## src/rtl/sys_cfg_pkg.sv

```systemverilog
// Constants for the system configuration register bank
package sys_cfg_pkg;

  // ----------------------------------------------------------------
  // Register offsets
  // ----------------------------------------------------------------
  localparam logic [5:0] SYSTEM_CONFIG_PRIMARY_ADDR   = 6'h00;
  localparam logic [5:0] FAULT_RESPONSE_CONFIG_ADDR   = 6'h01;
  localparam logic [5:0] COMM_WATCHDOG_TAP_ADDR       = 6'h02;
  localparam logic [5:0] DEVICE_RESET_REG_ADDR        = 6'h2e;

  // ----------------------------------------------------------------
  // Reset values
  // ----------------------------------------------------------------
  localparam logic [7:0] SYSTEM_CONFIG_PRIMARY_RESET  = 8'h10;
  localparam logic [7:0] FAULT_RESPONSE_CONFIG_RESET  = 8'h00;
  localparam logic [7:0] COMM_WATCHDOG_TAP_RESET      = 8'h08;
  localparam logic [7:0] DEVICE_RESET_REG_RESET       = 8'h00;

  // ----------------------------------------------------------------
  // Field positions in system_config_primary
  // ----------------------------------------------------------------
  localparam int CHAN1_ENABLE_BIT          = 0;
  localparam int CHAN1_INTERNAL_DIM_BIT    = 1;
  localparam int CHAN2_ENABLE_BIT          = 2;
  localparam int CHAN2_INTERNAL_DIM_BIT    = 3;
  localparam int COMM_WATCHDOG_ENABLE_BIT  = 4;
  localparam int SOFTWARE_LIMP_HOME_BIT    = 5;
  localparam int DIM_PHASE_SELECT_BIT      = 6;
  localparam int FAULT_OUTPUT_RELEASE_BIT  = 7;

  // Latched-response bits in fault_response_config: ls, hs, thermal
  localparam int CHAN1_LATCH_LSB           = 0;
  localparam int CHAN2_LATCH_LSB           = 3;

  // Watchdog: 25-bit counter, taps 16..24, tap field 4 bits
  localparam int          WATCHDOG_WIDTH   = 25;
  localparam int          WATCHDOG_TAP_MIN = 16;
  localparam logic [3:0]  WATCHDOG_TAP_MAX = 4'h8;
  localparam int          TAP_FIELD_MASK_W = 4;

endpackage : sys_cfg_pkg

```

## src/rtl/comm_watchdog.sv

```systemverilog
// Communication watchdog with selectable timeout tap
`timescale 1ns/1ps
`default_nettype none

module comm_watchdog
(
  input  wire logic       clk_in,       // System clock
  input  wire logic       rst_in,       // Async reset, active high
  input  wire logic       enable_in,    // Watchdog enabled
  input  wire logic       kick_in,      // Valid host access seen
  input  wire logic [3:0] tap_in,       // Tap select field
  output logic            timeout_out   // One-cycle timeout pulse
);

  logic [sys_cfg_pkg::WATCHDOG_WIDTH-1:0] count;
  logic [sys_cfg_pkg::WATCHDOG_WIDTH-1:0] next_count;
  logic                                   next_timeout;
  logic [3:0]                             tap_eff;

  // --------------------------------------------------------------
  // Tap decode and counting
  // --------------------------------------------------------------
  always_comb
  begin
    // Codes above the highest tap all map to bit 24
    tap_eff = (tap_in > sys_cfg_pkg::WATCHDOG_TAP_MAX) ? sys_cfg_pkg::WATCHDOG_TAP_MAX : tap_in;
    next_timeout = 1'b0;
    next_count   = count;
    if (!enable_in || kick_in)
    begin
      next_count = '0;
    end
    else if (count[sys_cfg_pkg::WATCHDOG_TAP_MIN + int'(tap_eff)])
    begin
      // Restart after firing so a silent host keeps limp-home asserted
      next_timeout = 1'b1;
      next_count   = '0;
    end
    else
    begin
      next_count = count + 1'b1;
    end
  end

  always_ff @(posedge clk_in or posedge rst_in)
  begin
    if (rst_in)
    begin
      count       <= '0;
      timeout_out <= 1'b0;
    end
    else
    begin
      count       <= next_count;
      timeout_out <= next_timeout;
    end
  end

endmodule : comm_watchdog

`default_nettype wire

```

## src/rtl/system_config_regs.sv

```systemverilog
// System configuration register bank of a dual-channel LED driver
`timescale 1ns/1ps
`default_nettype none

// Summary of operation
// - Configuration registers 0x00-0x02 are read/write
// - Primary configuration resets to 0x10
// - Release bit frees fault output if faultless
// - Release bit reads back as zero
// - Bit 6 chooses 180 or 0 degree phase
// - Writing limp-home bit enters limp-home state
// - Communication failure sets limp-home bit itself
// - Limp-home persists until host writes zero
// - Bit 4 enables watchdog, resets enabled
// - Bit 3 selects channel 2 dim source
// - Bit 1 selects channel 1 dim source
// - Bit 2 enables channel 2, resets off
// - Bit 0 enables channel 1, resets off
// - Latched fault clears channel enable bit
// - Watchdog is 25-bit, tap defaults bit 24
module system_config_regs
(
  input  wire logic       clk_in,                  // System clock, 100 MHz
  input  wire logic       rst_in,                  // Async reset, active high
  input  wire logic       wr_en_in,                // Register write strobe
  input  wire logic       rd_en_in,                // Register read strobe
  input  wire logic [5:0] addr_in,                 // Register offset
  input  wire logic [7:0] wr_data_in,              // Write data
  input  wire logic       fault_active_in,         // Any fault active
  input  wire logic       fault_set_in,            // Fault event sets fault output
  input  wire logic [2:0] chan1_fault_in,          // Ch1 faults: ls, hs, thermal
  input  wire logic [2:0] chan2_fault_in,          // Ch2 faults: ls, hs, thermal
  output logic [7:0]      rd_data_out,             // Read data, valid after rd_en
  output logic            chan1_enable_out,        // Channel 1 enabled
  output logic            chan2_enable_out,        // Channel 2 enabled
  output logic            chan1_internal_dim_out,  // Ch1 uses internal dimming
  output logic            chan2_internal_dim_out,  // Ch2 uses internal dimming
  output logic            dim_phase_select_out,    // 1 = 0 deg, 0 = 180 deg
  output logic            limp_home_out,           // Limp-home state
  output logic            fault_output_on_out,     // Drive open-drain fault low
  output logic [7:0]      fault_response_out,      // Fault response config
  output logic [3:0]      watchdog_tap_out,        // Watchdog tap field
  output logic [7:0]      device_reset_reg_out     // Reset register contents
);

  logic [6:0] primary;
  logic [6:0] next_primary;
  logic [7:0] fault_cfg;
  logic [7:0] next_fault_cfg;
  logic [3:0] tap_sel;
  logic [3:0] next_tap_sel;
  logic [7:0] reset_reg;
  logic [7:0] next_reset_reg;
  logic       fault_pin;
  logic       next_fault_pin;
  logic [7:0] next_rd_data;
  logic [2:0] f1_meta;
  logic [2:0] f1_sync;
  logic [2:0] f2_meta;
  logic [2:0] f2_sync;
  logic [1:0] fa_meta;
  logic [1:0] fa_sync;
  logic       wd_timeout;

  // Write hit on a given offset
  function automatic logic hit(input logic [5:0] a, input logic [5:0] off);
    hit = (a == off);
  endfunction : hit

  // Any enabled latched-response fault for a channel
  function automatic logic latch_off(input logic [2:0] f, input logic [2:0] cfg);
    latch_off = |(f & cfg);
  endfunction : latch_off

  // --------------------------------------------------------------
  // Fault input synchronisers
  // --------------------------------------------------------------
  always_ff @(posedge clk_in or posedge rst_in)
  begin
    if (rst_in)
    begin
      f1_meta <= 3'h0;
      f1_sync <= 3'h0;
      f2_meta <= 3'h0;
      f2_sync <= 3'h0;
      fa_meta <= 2'h0;
      fa_sync <= 2'h0;
    end
    else
    begin
      f1_meta <= chan1_fault_in;
      f1_sync <= f1_meta;
      f2_meta <= chan2_fault_in;
      f2_sync <= f2_meta;
      fa_meta <= {fault_set_in, fault_active_in};
      fa_sync <= fa_meta;
    end
  end

  // --------------------------------------------------------------
  // Watchdog
  // --------------------------------------------------------------
  comm_watchdog u_watchdog
  (
    .clk_in      (clk_in),
    .rst_in      (rst_in),
    .enable_in   (primary[sys_cfg_pkg::COMM_WATCHDOG_ENABLE_BIT]),
    .kick_in     (wr_en_in | rd_en_in),
    .tap_in      (tap_sel),
    .timeout_out (wd_timeout)
  );

  // --------------------------------------------------------------
  // Register next-state
  // --------------------------------------------------------------
  always_comb
  begin
    next_primary   = primary;
    next_fault_cfg = fault_cfg;
    next_tap_sel   = tap_sel;
    next_reset_reg = reset_reg;
    next_fault_pin = fault_pin;
    if (wr_en_in)
    begin
      if (hit(addr_in, sys_cfg_pkg::SYSTEM_CONFIG_PRIMARY_ADDR))
      begin
        next_primary = wr_data_in[6:0];
        // Zero in the release bit leaves the fault output alone
        if (wr_data_in[sys_cfg_pkg::FAULT_OUTPUT_RELEASE_BIT] && !fa_sync[0])
        begin
          next_fault_pin = 1'b0;
        end
      end
      if (hit(addr_in, sys_cfg_pkg::FAULT_RESPONSE_CONFIG_ADDR))
      begin
        next_fault_cfg = wr_data_in;
      end
      if (hit(addr_in, sys_cfg_pkg::COMM_WATCHDOG_TAP_ADDR))
      begin
        next_tap_sel = wr_data_in[sys_cfg_pkg::TAP_FIELD_MASK_W-1:0];
      end
      if (hit(addr_in, sys_cfg_pkg::DEVICE_RESET_REG_ADDR))
      begin
        next_reset_reg = wr_data_in;
      end
    end
    // Hardware events win over a simultaneous host write
    if (fa_sync[1])
    begin
      next_fault_pin = 1'b1;
    end
    if (wd_timeout)
    begin
      next_primary[sys_cfg_pkg::SOFTWARE_LIMP_HOME_BIT] = 1'b1;
    end
    if (latch_off(f1_sync, fault_cfg[sys_cfg_pkg::CHAN1_LATCH_LSB +: 3]))
    begin
      next_primary[sys_cfg_pkg::CHAN1_ENABLE_BIT] = 1'b0;
    end
    if (latch_off(f2_sync, fault_cfg[sys_cfg_pkg::CHAN2_LATCH_LSB +: 3]))
    begin
      next_primary[sys_cfg_pkg::CHAN2_ENABLE_BIT] = 1'b0;
    end
  end

  // --------------------------------------------------------------
  // Read mux
  // --------------------------------------------------------------
  always_comb
  begin
    next_rd_data = rd_data_out;
    if (rd_en_in)
    begin
      case (addr_in)
        sys_cfg_pkg::SYSTEM_CONFIG_PRIMARY_ADDR: next_rd_data = {1'b0, primary};
        sys_cfg_pkg::FAULT_RESPONSE_CONFIG_ADDR: next_rd_data = fault_cfg;
        sys_cfg_pkg::COMM_WATCHDOG_TAP_ADDR:     next_rd_data = {4'h0, tap_sel};
        sys_cfg_pkg::DEVICE_RESET_REG_ADDR:      next_rd_data = reset_reg;
        default:                                 next_rd_data = 8'h00;
      endcase
    end
  end

  always_ff @(posedge clk_in or posedge rst_in)
  begin
    if (rst_in)
    begin
      primary     <= sys_cfg_pkg::SYSTEM_CONFIG_PRIMARY_RESET[6:0];
      fault_cfg   <= sys_cfg_pkg::FAULT_RESPONSE_CONFIG_RESET;
      tap_sel     <= sys_cfg_pkg::COMM_WATCHDOG_TAP_RESET[3:0];
      reset_reg   <= sys_cfg_pkg::DEVICE_RESET_REG_RESET;
      fault_pin   <= 1'b0;
      rd_data_out <= 8'h00;
    end
    else
    begin
      primary     <= next_primary;
      fault_cfg   <= next_fault_cfg;
      tap_sel     <= next_tap_sel;
      reset_reg   <= next_reset_reg;
      fault_pin   <= next_fault_pin;
      rd_data_out <= next_rd_data;
    end
  end

  // --------------------------------------------------------------
  // Outputs, all straight from flip-flops
  // --------------------------------------------------------------
  assign chan1_enable_out       = primary[sys_cfg_pkg::CHAN1_ENABLE_BIT];
  assign chan2_enable_out       = primary[sys_cfg_pkg::CHAN2_ENABLE_BIT];
  assign chan1_internal_dim_out = primary[sys_cfg_pkg::CHAN1_INTERNAL_DIM_BIT];
  assign chan2_internal_dim_out = primary[sys_cfg_pkg::CHAN2_INTERNAL_DIM_BIT];
  assign dim_phase_select_out   = primary[sys_cfg_pkg::DIM_PHASE_SELECT_BIT];
  assign limp_home_out          = primary[sys_cfg_pkg::SOFTWARE_LIMP_HOME_BIT];
  assign fault_output_on_out    = fault_pin;
  assign fault_response_out     = fault_cfg;
  assign watchdog_tap_out       = tap_sel;
  assign device_reset_reg_out   = reset_reg;

endmodule : system_config_regs

`default_nettype wire

```

## config.mk

```make
export PLATFORM = sky130hd
export DESIGN_NAME = system_config_regs
export DESIGN_NICKNAME = d
export VERILOG_FILES = /design/src/rtl/sys_cfg_pkg.sv /design/src/rtl/comm_watchdog.sv /design/src/rtl/system_config_regs.sv
export SDC_FILE = /design/constraint.sdc
export NUM_CORES = 1
export LEC_CHECK = 0
export CAP_MARGIN = 5
export CELL_PAD_IN_SITES_DETAIL_PLACEMENT = 2
export CELL_PAD_IN_SITES_GLOBAL_PLACEMENT = 2
export CORE_UTILIZATION = 37
export CTS_BUF_LIST = sky130_fd_sc_hd__clkbuf_16
export CTS_CLUSTER_SIZE = 14
export DETAILED_ROUTE_END_ITERATION = 8
export DONT_BUFFER_PORTS = 1
export PLACE_DENSITY_LB_ADDON = 0.05
export RECOVER_POWER = 100
export SYNTH_ARGS = -nofsm -noshare
export SYNTH_HDL_FRONTEND = slang
export SYNTH_HIERARCHICAL = 1
export SYNTH_SLANG_ARGS = --single-unit
export TNS_END_PERCENT = 30
```

## constraint.sdc

```tcl
create_clock -name clk_in -period 1.9 [get_ports clk_in]
set_input_delay 0.19 -clock clk_in [delete_from_list [all_inputs] [get_ports clk_in]]
set_output_delay 0.19 -clock clk_in [all_outputs]
set_load 0.05 [all_outputs]
```

# ---- Yosys cells after proc, flatten, opt, wreduce, memory -nomap -nowiden
# Cells that the tools add are included.
dict set report totals {
  regBits 78
  elab_cells 69
  output_inout_bits 35
  inputBits 26
}
dict set report op_classes {
  add_sub_neg 2
  n_lt_le_gt_ge 2
  bitwise_logic 3
  muxes 18
  n_eq_ne 3
  n_reduce_logical 24
}
# cell count
set op_table {}
lappend op_table {{$mux W25} 2}
lappend op_table {{$lt A32 B7 Y1 const B} 1}
lappend op_table {{$pmux W8 S4} 1}
lappend op_table {{$add A25 B1 Y25 const B} 1}
lappend op_table {{$reduce_bool A2 Y1} 9}
lappend op_table {{$reduce_and A2 Y1} 7}
lappend op_table {{$mux W6} 2}
lappend op_table {{$mux W1} 11}
lappend op_table {{$add A5 B4 Y6 const A} 1}
lappend op_table {{$and A3 B3 Y3} 2}
lappend op_table {{$eq A6 B1 Y1 const B} 1}
lappend op_table {{$eq A6 B2 Y1 const B} 1}
lappend op_table {{$eq A6 B6 Y1 const B} 1}
lappend op_table {{$logic_not A6 Y1} 1}
lappend op_table {{$reduce_or A3 Y1} 2}
lappend op_table {{$bmux W1 S5} 1}
lappend op_table {{$gt A4 B4 Y1 const B} 1}
lappend op_table {{$mux W4} 1}
lappend op_table {{$reduce_and A3 Y1} 1}
lappend op_table {{$logic_not A1 Y1} 2}
lappend op_table {{$logic_and A1 B1 Y1} 1}
lappend op_table {{$logic_or A1 B1 Y1} 1}
lappend op_table {{$or A1 B1 Y1} 1}

# ---- Logic depth before layout (Yosys ltp)
# Gate-level depths: netlist of run 1.
dict set report depth {
  depth_word 8
  mapped_depth 6
  depth_no_buf 5
}

# ---- By module
# Netlist of run 1, hierarchy kept.
# module seq_area_each_um2 n_inst area_per_inst_um2 cells_per_inst
set modules_own_cells {}
lappend modules_own_cells {system_config_regs 1303.8 1 2099.5 145}
lappend modules_own_cells {comm_watchdog 650.6 1 1356.3 139}

# ---- Worst setup path before layout of run 1
# No wires, ideal clock.
dict set report synth_path {
  path_type {flip-flop to flip-flop}
  startpoint {register tap_sel[1], in the netlist watchdog_tap_out[1]}
  endpoint {register u_watchdog/count[2] (netlist name)}
  arrival_ps 1990
  stages_incl_launch_ff 7
  path_buffers 2
  period_less_slack_ps 2111
  setup_time_ps 121
  setup_slack_ps -211
  required_ps 1779
  cell_sequence {dfrtp_1 clkbuf_1 mux2i_1 mux4_2 a21oi_2 buf_2 nor2_1}
}
dict set report synth_between {
  elab_chain_len 8
}
# item line_no
set synth_rtl {}
lappend synth_rtl {{start, declared} system_config_regs.sv:50} ;# logic [3:0] tap_sel;
lappend synth_rtl {{start signal, assigned} system_config_regs.sv:190} ;# tap_sel <= sys_cfg_pkg::COMM_WATCHDOG_TAP_RESET[3:0];
lappend synth_rtl {{start signal, assigned} system_config_regs.sv:199} ;# tap_sel <= next_tap_sel;
lappend synth_rtl {{$gt A4 B4 Y1} comm_watchdog.sv:26} ;# tap_eff = (tap_in > sys_cfg_pkg::WATCHDOG_TAP_MAX) ? sys_cfg_pkg::WATCHDOG_TAP_MAX : tap_in;
lappend synth_rtl {{$mux W4 (*)} comm_watchdog.sv:26}
lappend synth_rtl {{$add A5 B4 Y6 (*)} comm_watchdog.sv:33} ;# else if (count[sys_cfg_pkg::WATCHDOG_TAP_MIN + int'(tap_eff)])
lappend synth_rtl {{$bmux W1 S5 (*)} comm_watchdog.sv:33}
lappend synth_rtl {{$mux W1 (not written as such) (*) (2 in series)} comm_watchdog.sv:33}
lappend synth_rtl {{$mux W25 (*)} comm_watchdog.sv:33}
lappend synth_rtl {{$mux W25 (*)} comm_watchdog.sv:29} ;# if (!enable_in || kick_in)
lappend synth_rtl {{net u_watchdog.next_count (one bit)} comm_watchdog.sv:16} ;# logic [sys_cfg_pkg::WATCHDOG_WIDTH-1:0] next_count;
lappend synth_rtl {{end signal, assigned} comm_watchdog.sv:54} ;# count <= next_count;
lappend synth_rtl {{end, declared} comm_watchdog.sv:15} ;# logic [sys_cfg_pkg::WATCHDOG_WIDTH-1:0] count;
# Mark *: on every way through the listed nets, which the timed path passes. The rest lies on a longest branch. The select of a mux whose other input is x is not followed.
# A chain may end at the register's enable or synchronous reset.

# ---- Worst setup path after layout of run 1
dict set report layout_path {
  startpoint {register u_watchdog/count[1] (netlist name)}
  endpoint {register u_watchdog/count[24] (netlist name)}
}
dict set report layout_between {
  elab_chain_len 5
  elab_cells_between_ends 6
  cone_classes {add/sub (1); mux (5)}
}
# item line_no
set layout_rtl {}
lappend layout_rtl {{branches (longest 3 deep; another with $add A25 B1 Y25)} --}
lappend layout_rtl {{$mux W25 (*)} comm_watchdog.sv:33}
lappend layout_rtl {{$mux W25 (*)} comm_watchdog.sv:29}
lappend layout_rtl {{net u_watchdog.next_count (one bit)} comm_watchdog.sv:16}
# Mark *: on every way through the listed nets, which the timed path passes. The select of a mux whose other input is x is not followed.

==> results of run 1 <==
-- cell families after synthesis --
logic type,Yosys count
multiplexers,38
AO/OA/AOI/OAI,46
buffers and inverters,23
XOR/XNOR,13
adder cells (fa/ha/maj),1
flip-flops,78
AND/OR/NAND/NOR,85
-- metal layers --
| layer | vias to the layer above | share of wire (%) |
|---|---|---|
| li1 | 1146 | - |
| met1 | 1288 | 46 |
| met2 | 45 | 49 |
| met3 | 9 | 4.5 |
| met4 | 0 | 0.99 |
| met5 | - | 0 |
-- final timing paths --
kind / depth (start not counted) / endpoint
min in group asynchronous: 3 / f1_meta[2]$_DFF_PP0_
min: 1 / watchdog_tap_out[0]$_DFFE_PP0P_
min reg2reg: 0 / f2_sync[0]$_DFF_PP0_
max in group asynchronous: 3 / u_watchdog/count[12]$_DFF_PP0_
max reg2reg: 5 / u_watchdog/count[24]$_DFF_PP0_
max: 5 / u_watchdog/count[24]$_DFF_PP0_
-- timing repair --
item | 4_1_cts | 5_1_grt
hold buffers | 18 | 0
endpoints found under the setup margin | 3 | 1
gates cloned | 0 | 0
pin swaps | 0 | 1
hold endpoints to repair | 112 | 0
resized for setup | 1 | 0
-- sequential cells by signal, summed over array words and instances, names as in the netlist --
| signal | flops |
|---|---|
| device_reset_reg_out | 8 |
| f1_meta | 3 |
| primary | 7 |
| u_watchdog/timeout_out | 1 |
| fa_sync | 2 |
| fault_response_out | 8 |
| fa_meta | 2 |
| u_watchdog/count | 25 |
| watchdog_tap_out | 4 |
| rd_data_out | 8 |
| f2_sync | 3 |
| fault_output_on_out | 1 |
| f1_sync | 3 |
| f2_meta | 3 |
-- area by class of cell --
cell class	instances	area share (%)
sequential	78	46.7
clock inverter	7	1.46
timing repair buffer	48	8.96
inverter	15	1.34
clock buffer	9	5.38
multi-input combinational	183	33.0
tap	108	3.23
-- cells in the mapped netlist, types with 3 or more instances --
cell / instances / share of area [%]
or4_1: 6 / 1.3
nand4_1: 7 / 1.3
xnor2_1: 9 / 2.3
buf_2: 4 / 0.58
o31ai_1: 5 / 1.1
nor2b_1: 4 / 0.72
o21ai_0: 6 / 0.87
inv_1: 15 / 1.6
or3_1: 5 / 0.91
a21oi_1: 11 / 1.6
nand3_1: 9 / 1.3
nand2_1: 8 / 0.87
nor2_1: 19 / 2.1
a22oi_1: 5 / 1.1
mux2i_1: 8 / 2.3
o22ai_1: 8 / 1.4
xor2_1: 4 / 1.0
and3_1: 4 / 0.72
nor4_1: 4 / 0.72
dfrtp_1: 76 / 55
mux2_2: 29 / 9.4
clkbuf_1: 3 / 0.33
-- worst register-to-register path, stage by stage, from the launching register on --
cell and delay (ps):
dfrtp_1 390, ha_4 160, nand4_4 100, or4_4 490, or4_1 420, a21oi_1 160
-- through the flow --
stage	util, %	instances	instance area (um^2)
after detailed placement	43.1	414	3830
final	47.1	448	4190
after global routing	47.1	448	4190
after global placement	43.1	414	3830
after CTS	48.4	448	4300
after floorplan	-	284	3490
-- cells in the final DEF (no fill, tap or decap), types with 5 or more instances in the layout --
cell	n
a21oi_1	11
clkbuf_1	11
o22ai_1	8
nand3_1	10
clkbuf_16	9
inv_1	15
a22oi_1	5
or3_1	6
nor2_1	19
o31ai_1	5
xnor2_1	9
buf_4	15
mux2i_1	8
dlygate4sd3_1	18
or4_1	5
nand2_1	9
o21ai_0	6
dfrtp_1	76
nand4_1	7
mux2_2	28
-- power breakdown --
group / internal (W) / total (W) / switching, W
clock network: 0.000910 / 0.00166 / 0.000755
logic: 0.000136 / 0.000346 / 0.000210
registers: 0.00175 / 0.00201 / 0.000260
==> metrics.md, run 1 <==
| Metric | Value |
|---|---|
| Total GRT Usage | 20.5% |
| Total of max-cap violations | 0 |
| Dpl ws | -44.2 ps |
| Grt total ovfl | 0 |
| CP bufs+invs | 0 |
| Tcrit/Tclk final | between 90% and 100% |
| Clk sink count | just under 80 |
| CTS Buf Count | 9 |
| Post-synthesis sequential area ratio | 56.6% |
| Maximum clock rate | approximately 560 MHz |
| Largest net degree at the start of global routing | 53 |
| Vias in the first global route | 2,822 |
| Final GP Congestion | 0.754 |
| # IOs | 61 |
| Die H | ~99 um |
| I/O Buffers | 0 |
| Final ANT Viol Nets | 0 |
| CTS tree | done |
| Total power density per cell area | ~960 mW/mm^2 |
| First-pass DRT Iterations | 4 |
| Mapped Area | 0.00346 mm^2 |
| Via count | 2,488 |
| Multi-input gate area | 0.00138 mm^2 |
| CP Capture Type | flip-flop |
| Crit path cell chain | ha_4 -> nand4_4 -> or4_4 -> or4_1 -> a21oi_1 |
| Diode count | 0 |
| Post-Synth XOR/XNOR Area | around 3.3% |
| YS warnings | 6 |
| Worst Hold Slack | between 10 and 15 ps |
| Worst-Margin Slew | about 730 ps |
| # rows | 34 |
| Synth Area in Compound Gates | about 8.7% |
| Initial antenna violation count | 0 |
| Post-Synth Simple-Gate Area | about 16% |
| Slowest CP cell | or4_4 |
| Die area | 0.00973 mm^2 |
| Root buffer cell | clkbuf_16 |
| Area growth syn-to-layout | 21.2% |
| Setup Crit Path Kind | flip-flop to flip-flop |
| Final hold vios | 0 |
| First-pass GRT wire length | between 10,000 and 15,000 um |
| Seq. cell area | just under 0.002 mm^2 |
| Die width | ~99 um |
| Required time of the critical path | between 2000 and 2500 ps |
| Vias per cell | 5.55 |
| Worst r2r src | u_watchdog/count[1]$_DFF_PP0_ |
| Routing usage on met1 | between 20% and 30% |
| Main combinational cell family by area after synthesis | simple AND/OR/NAND/NOR gates |
| Layout cells sized above 1 | between 20% and 30% |
| Syn Area/Cell | 12.2 um^2 |
| Multiplexer area fraction after synthesis | about an eighth |
| HP Start | wr_data_in[0] |
| Fraction of registers with async set/reset | 100% |
| Core outline area | 0.00889 mm^2 |
| Hpwl dp | roughly 6200 um |
| Worst R2R Setup Slack | around 110 ps |
| Fin crit period | 1790 ps |
| DR iter-0 viols | a little under 60 |
| RSZ-0062 raised after global routing | no |
| DR WL/cell | 20.5 um |
| Remaining DRCs | 0 |
| M2 GR Usage | 33.7% |
| Count of cell types in the netlist | 50 |
| Syn Nets | ~310 |
| Total power | slightly above 0.004 W |
| Slowest cell delay on critical path | between 400 and 500 ps |
| GR peak layer | met2 |
| Crit path DAT | 2050 ps |
| Worst setup path start | u_watchdog/count[1]$_DFF_PP0_ |
| Critical Path Source Type | flip-flop |
| Synth Area in Adders | less than 1% |
| Delay-heaviest family, CP | simple AND/OR/NAND/NOR gates |
| Met3 Use GR | approximately 5.7% |
| Initial core utilization | ~39% |
| Status | complete, no violations |
| CTS Buffer Depth | 2 |
| Hold Crit Class | input port to flip-flop |
| Final nets | 362 |
| VDD IR max | around 0.00056 V |
| Number of fillers in the final layout | roughly 910 |
| Top FF cell, synth | dfrtp_1 |
| Worst Setup Slack, final | roughly 110 ps |
| Number of synthesized flops with an enable pin | 0 |
| Slew Limit Fails | 0 |
| Critical path peak fanout | 8 |
| Mapped Cells | 284 |
| Clock Skew | 8.14 ps |
| H-tree lvl count | 3 |
| Clock Latency Late Sink | 340 ps |
| Endpoints failing setup | 0 |
| Setup bufs post-CTS | 0 |
| WL final | about 9200 um |
| Sum Neg Setup Slack | 0 ps |
| Pleak | between 1.5 and 2 nW |
| Synthesized flop and latch total | about 80 |
| Worst rel slew slack | between 50% and 60% |
| CTS clk-pin slew, worst paths | roughly 60 ps |
Note: power is estimated with default switching activity, not from simulation.
==> run 2, diff against run 1 <==
- BUFFER_PORTS_ARGS: default -> -buffer_cell sky130_fd_sc_hd__buf_2
- CORE_UTILIZATION: 37 -> 33
- DONT_BUFFER_PORTS: 1 -> default
==> run 2 against run 1 <==
  * Setup slack worse by 35 ps
  * Die area is 12% higher
  * Utilization is 2.6 points lower
  * Largest power group unchanged
==> metrics.md, run 2 (synthesized netlist as in run 1, its figures left out) <==
| Metric | Value |
|---|---|
| Status | complete, no violations (unchanged) |
| Total of max-cap violations | 0 (unchanged) |
| Layout cells sized above 1 | 26.7% (was 21.8%) |
| Final hold vios | 0 (unchanged) |
| Total power | 0.00427 W (was 0.00402 W) |
| Required time of the critical path | 2120 ps (was 2160 ps) |
| Clock Skew | 5.28 ps (was 8.14 ps) |
| WP depth | 5 (unchanged) |
| Slowest cell delay on critical path | 590 ps (was 490 ps) |
| Maximum clock rate | 549 MHz (was 559 MHz) |
| Final GP Congestion | 0.715 (was 0.754) |
| CTS clk-pin slew, worst paths | 60 ps (about the same) |
| Remaining DRCs | 0 (unchanged) |
| Sum Neg Setup Slack | 0 ps (unchanged) |
| Worst-Margin Slew | 697 ps (was 733 ps) |
| Worst r2r src | watchdog_tap_out[1]$_DFFE_PP0P_ (was u_watchdog/count[1]$_DFF_PP0_) |
| DR WL/cell | 18.7 um (was 20.5 um) |
| Crit path cell chain | mux2i_1 -> mux4_2 -> a21oi_4 -> buf_12 -> nor2_1 (was ha_4 -> nand4_4 -> or4_4 -> or4_1 -> a21oi_1) |
| Root buffer cell | clkbuf_16 (unchanged) |
| CTS Buffer Depth | 2 (unchanged) |
| Hold Crit Class | input port to flip-flop (unchanged) |
| Die H | 104 um (was 98.6 um) |
| Worst setup path start | watchdog_tap_out[1]$_DFFE_PP0P_ (was u_watchdog/count[1]$_DFF_PP0_) |
| VDD IR max | 0.000355 V (was 0.000555 V) |
| HP Start | wr_data_in[7] (was wr_data_in[0]) |
| Hpwl dp | 6870 um (was 6190 um) |
| CP Capture Type | flip-flop (unchanged) |
| Vias in the first global route | 2,940 (was 2,822) |
| Most frequent cells in the layout | 76 x dfrtp_1, 41 x clkbuf_1, 29 x mux2_2 (was 76 x dfrtp_1, 28 x mux2_2, 19 x nor2_1) |
| Most common cell after layout, fill and taps aside | dfrtp_1 (unchanged) |
| Slowest CP cell | dfrtp_1 (was or4_4) |
| Endpoints failing setup | 0 (unchanged) |
| WL final | 9790 um (was 9180 um) |
| Critical Path Source Type | flip-flop (unchanged) |
| Grt total ovfl | 0 (unchanged) |
| # IOs | 61 (unchanged) |
| Delay-heaviest family, CP | multiplexers (was simple AND/OR/NAND/NOR gates) |
| Largest net degree at the start of global routing | 28 (was 53) |
| Core outline area | 0.00995 mm^2 (was 0.00889 mm^2) |
| Worst rel slew slack | 53.5% (was 50.8%) |
| Die width | 104 um (was 98.6 um) |
| Vias per cell | 5.10 (was 5.55) |
| Worst R2R Setup Slack | 80 ps (was 110 ps) |
| R2r endpoint | u_watchdog/count[8]$_DFF_PP0_ (was u_watchdog/count[24]$_DFF_PP0_) |
| Area growth syn-to-layout | 28.3% (was 21.2%) |
| Via count | 2,666 (was 2,488) |
| FF-to-FF path depth | 5 (unchanged) |
| Tcrit/Tclk final | 96.0% (was 94.1%) |
| CTS tree | done (unchanged) |
| Max reg flops | 25 (unchanged) |
| Critical Path Sink | u_watchdog/count[8]$_DFF_PP0_ (was u_watchdog/count[24]$_DFF_PP0_) |
| First-pass DRT Iterations | 4 (unchanged) |
| Initial antenna violation count | 0 (unchanged) |
| # rows | 36 (was 34) |
| Diode count | 0 (unchanged) |
| Reg with most FFs | u_watchdog/count (unchanged) |
| First-pass GRT wire length | 16,200 um (was 14,900 um) |
| Die area | 0.0109 mm^2 (was 0.00973 mm^2) |
| Initial core utilization | 34.7% (was 38.9%) |
| Setup Crit Path Kind | flip-flop to flip-flop (unchanged) |
| Critical path peak fanout | 25 (was 8) |
| Slew Limit Fails | 0 (unchanged) |
| Final ANT Viol Nets | 0 (unchanged) |
| CP bufs+invs | 1 (was 0) |
| Fin crit period | 1820 ps (was 1790 ps) |
| Total power density per cell area | 964 mW/mm^2 (was 961 mW/mm^2) |
| I/O Buffers | 60 (was 0) |
| H-tree lvl count | 3 (unchanged) |
| DR iter-0 viols | 51 (was 58) |
| Crit path DAT | 2040 ps (was 2050 ps) |
| Pleak | 1.92 nW (was 1.77 nW) |
| Clock Latency Late Sink | 340 ps (about the same) |
| Final nets | 412 (was 362) |
| Clk sink count | 78 (unchanged) |
| Total GRT Usage | 19.3% (was 20.5%) |
| CTS Buf Count | 9 (unchanged) |
==> run 2: worst min-delay path by stage <==
stage                                                      to  slack, ps  depth (start not counted)
after CTS                 device_reset_reg_out[7]$_DFFE_PP0P_        110                          2
final                     device_reset_reg_out[7]$_DFFE_PP0P_        110                          2
after detailed placement                 f1_meta[2]$_DFF_PP0_        110                          2
after floorplan                          f1_meta[0]$_DFF_PP0_        220                          0
after global placement                   f1_meta[0]$_DFF_PP0_         90                          2
after global routing      device_reset_reg_out[7]$_DFFE_PP0P_        110                          2
==> run 2: cell type report <==
class | instances | area, um^2
Clock buffer | 9 | 225
Sequential cell | 78 | 1950
Timing Repair Buffer | 98 | 552
Clock inverter | 7 | 88.8
Inverter | 15 | 56.3
Tap cell | 133 | 166
Fill cell | 1090 | 5520
Multi-Input combinational cell | 183 | 1390
==> run 2: through the flow <==
step	cells	setup WS [ps]	hold WS [ps]	instance area (um^2)	util (%)
after floorplan	284	7.28	221	3490	-
after global placement	497	-35.6	93.3	4140	41.6
after detailed placement	497	-68.7	114	4140	41.6
after CTS	522	17.4	110	4540	45.7
after global routing	523	-3.15	115	4430	44.5
final	523	76.9	112	4430	44.5
==> run 2: worst register-to-register path, delay by kind of cell, from the launching register on <==
kind                   cells  cell delay (ps)
AO/OA/AOI/OAI              1              160
flip-flops                 1              590
buffers and inverters      1              190
AND/OR/NAND/NOR            1               90
multiplexers               2              670
==> run 2: what timing repair did <==
action / 4_1_cts / 5_1_grt
setup buffers: 0 / 1
pin swaps: 0 / 2
endpoints found under the setup margin: 2 / 1
endpoints found under the hold margin: 40 / 0
hold buffers: 9 / 0
gates resized for setup: 1 / 1
==> run 2: metal layers <==
layer  track usage, %  part of all wire, %
met3             2.94                  3.0
met1             24.7                   46
met4             7.96                  1.7
met5                0                    0
met2             32.5                   50
==> run 2: where the power goes <==
| part | internal [W] | total (W) | leakage, nW | switching [W] |
|---|---|---|---|---|
| Clock | 0.00114 | 0.00185 | 0.155 | 0.000709 |
| Sequential | 0.00176 | 0.00186 | 1.02 | 0.0000983 |
| Combinational | 0.000159 | 0.000565 | 0.738 | 0.000406 |
| Total | 0.00306 | 0.00427 | 1.92 | 0.00121 |
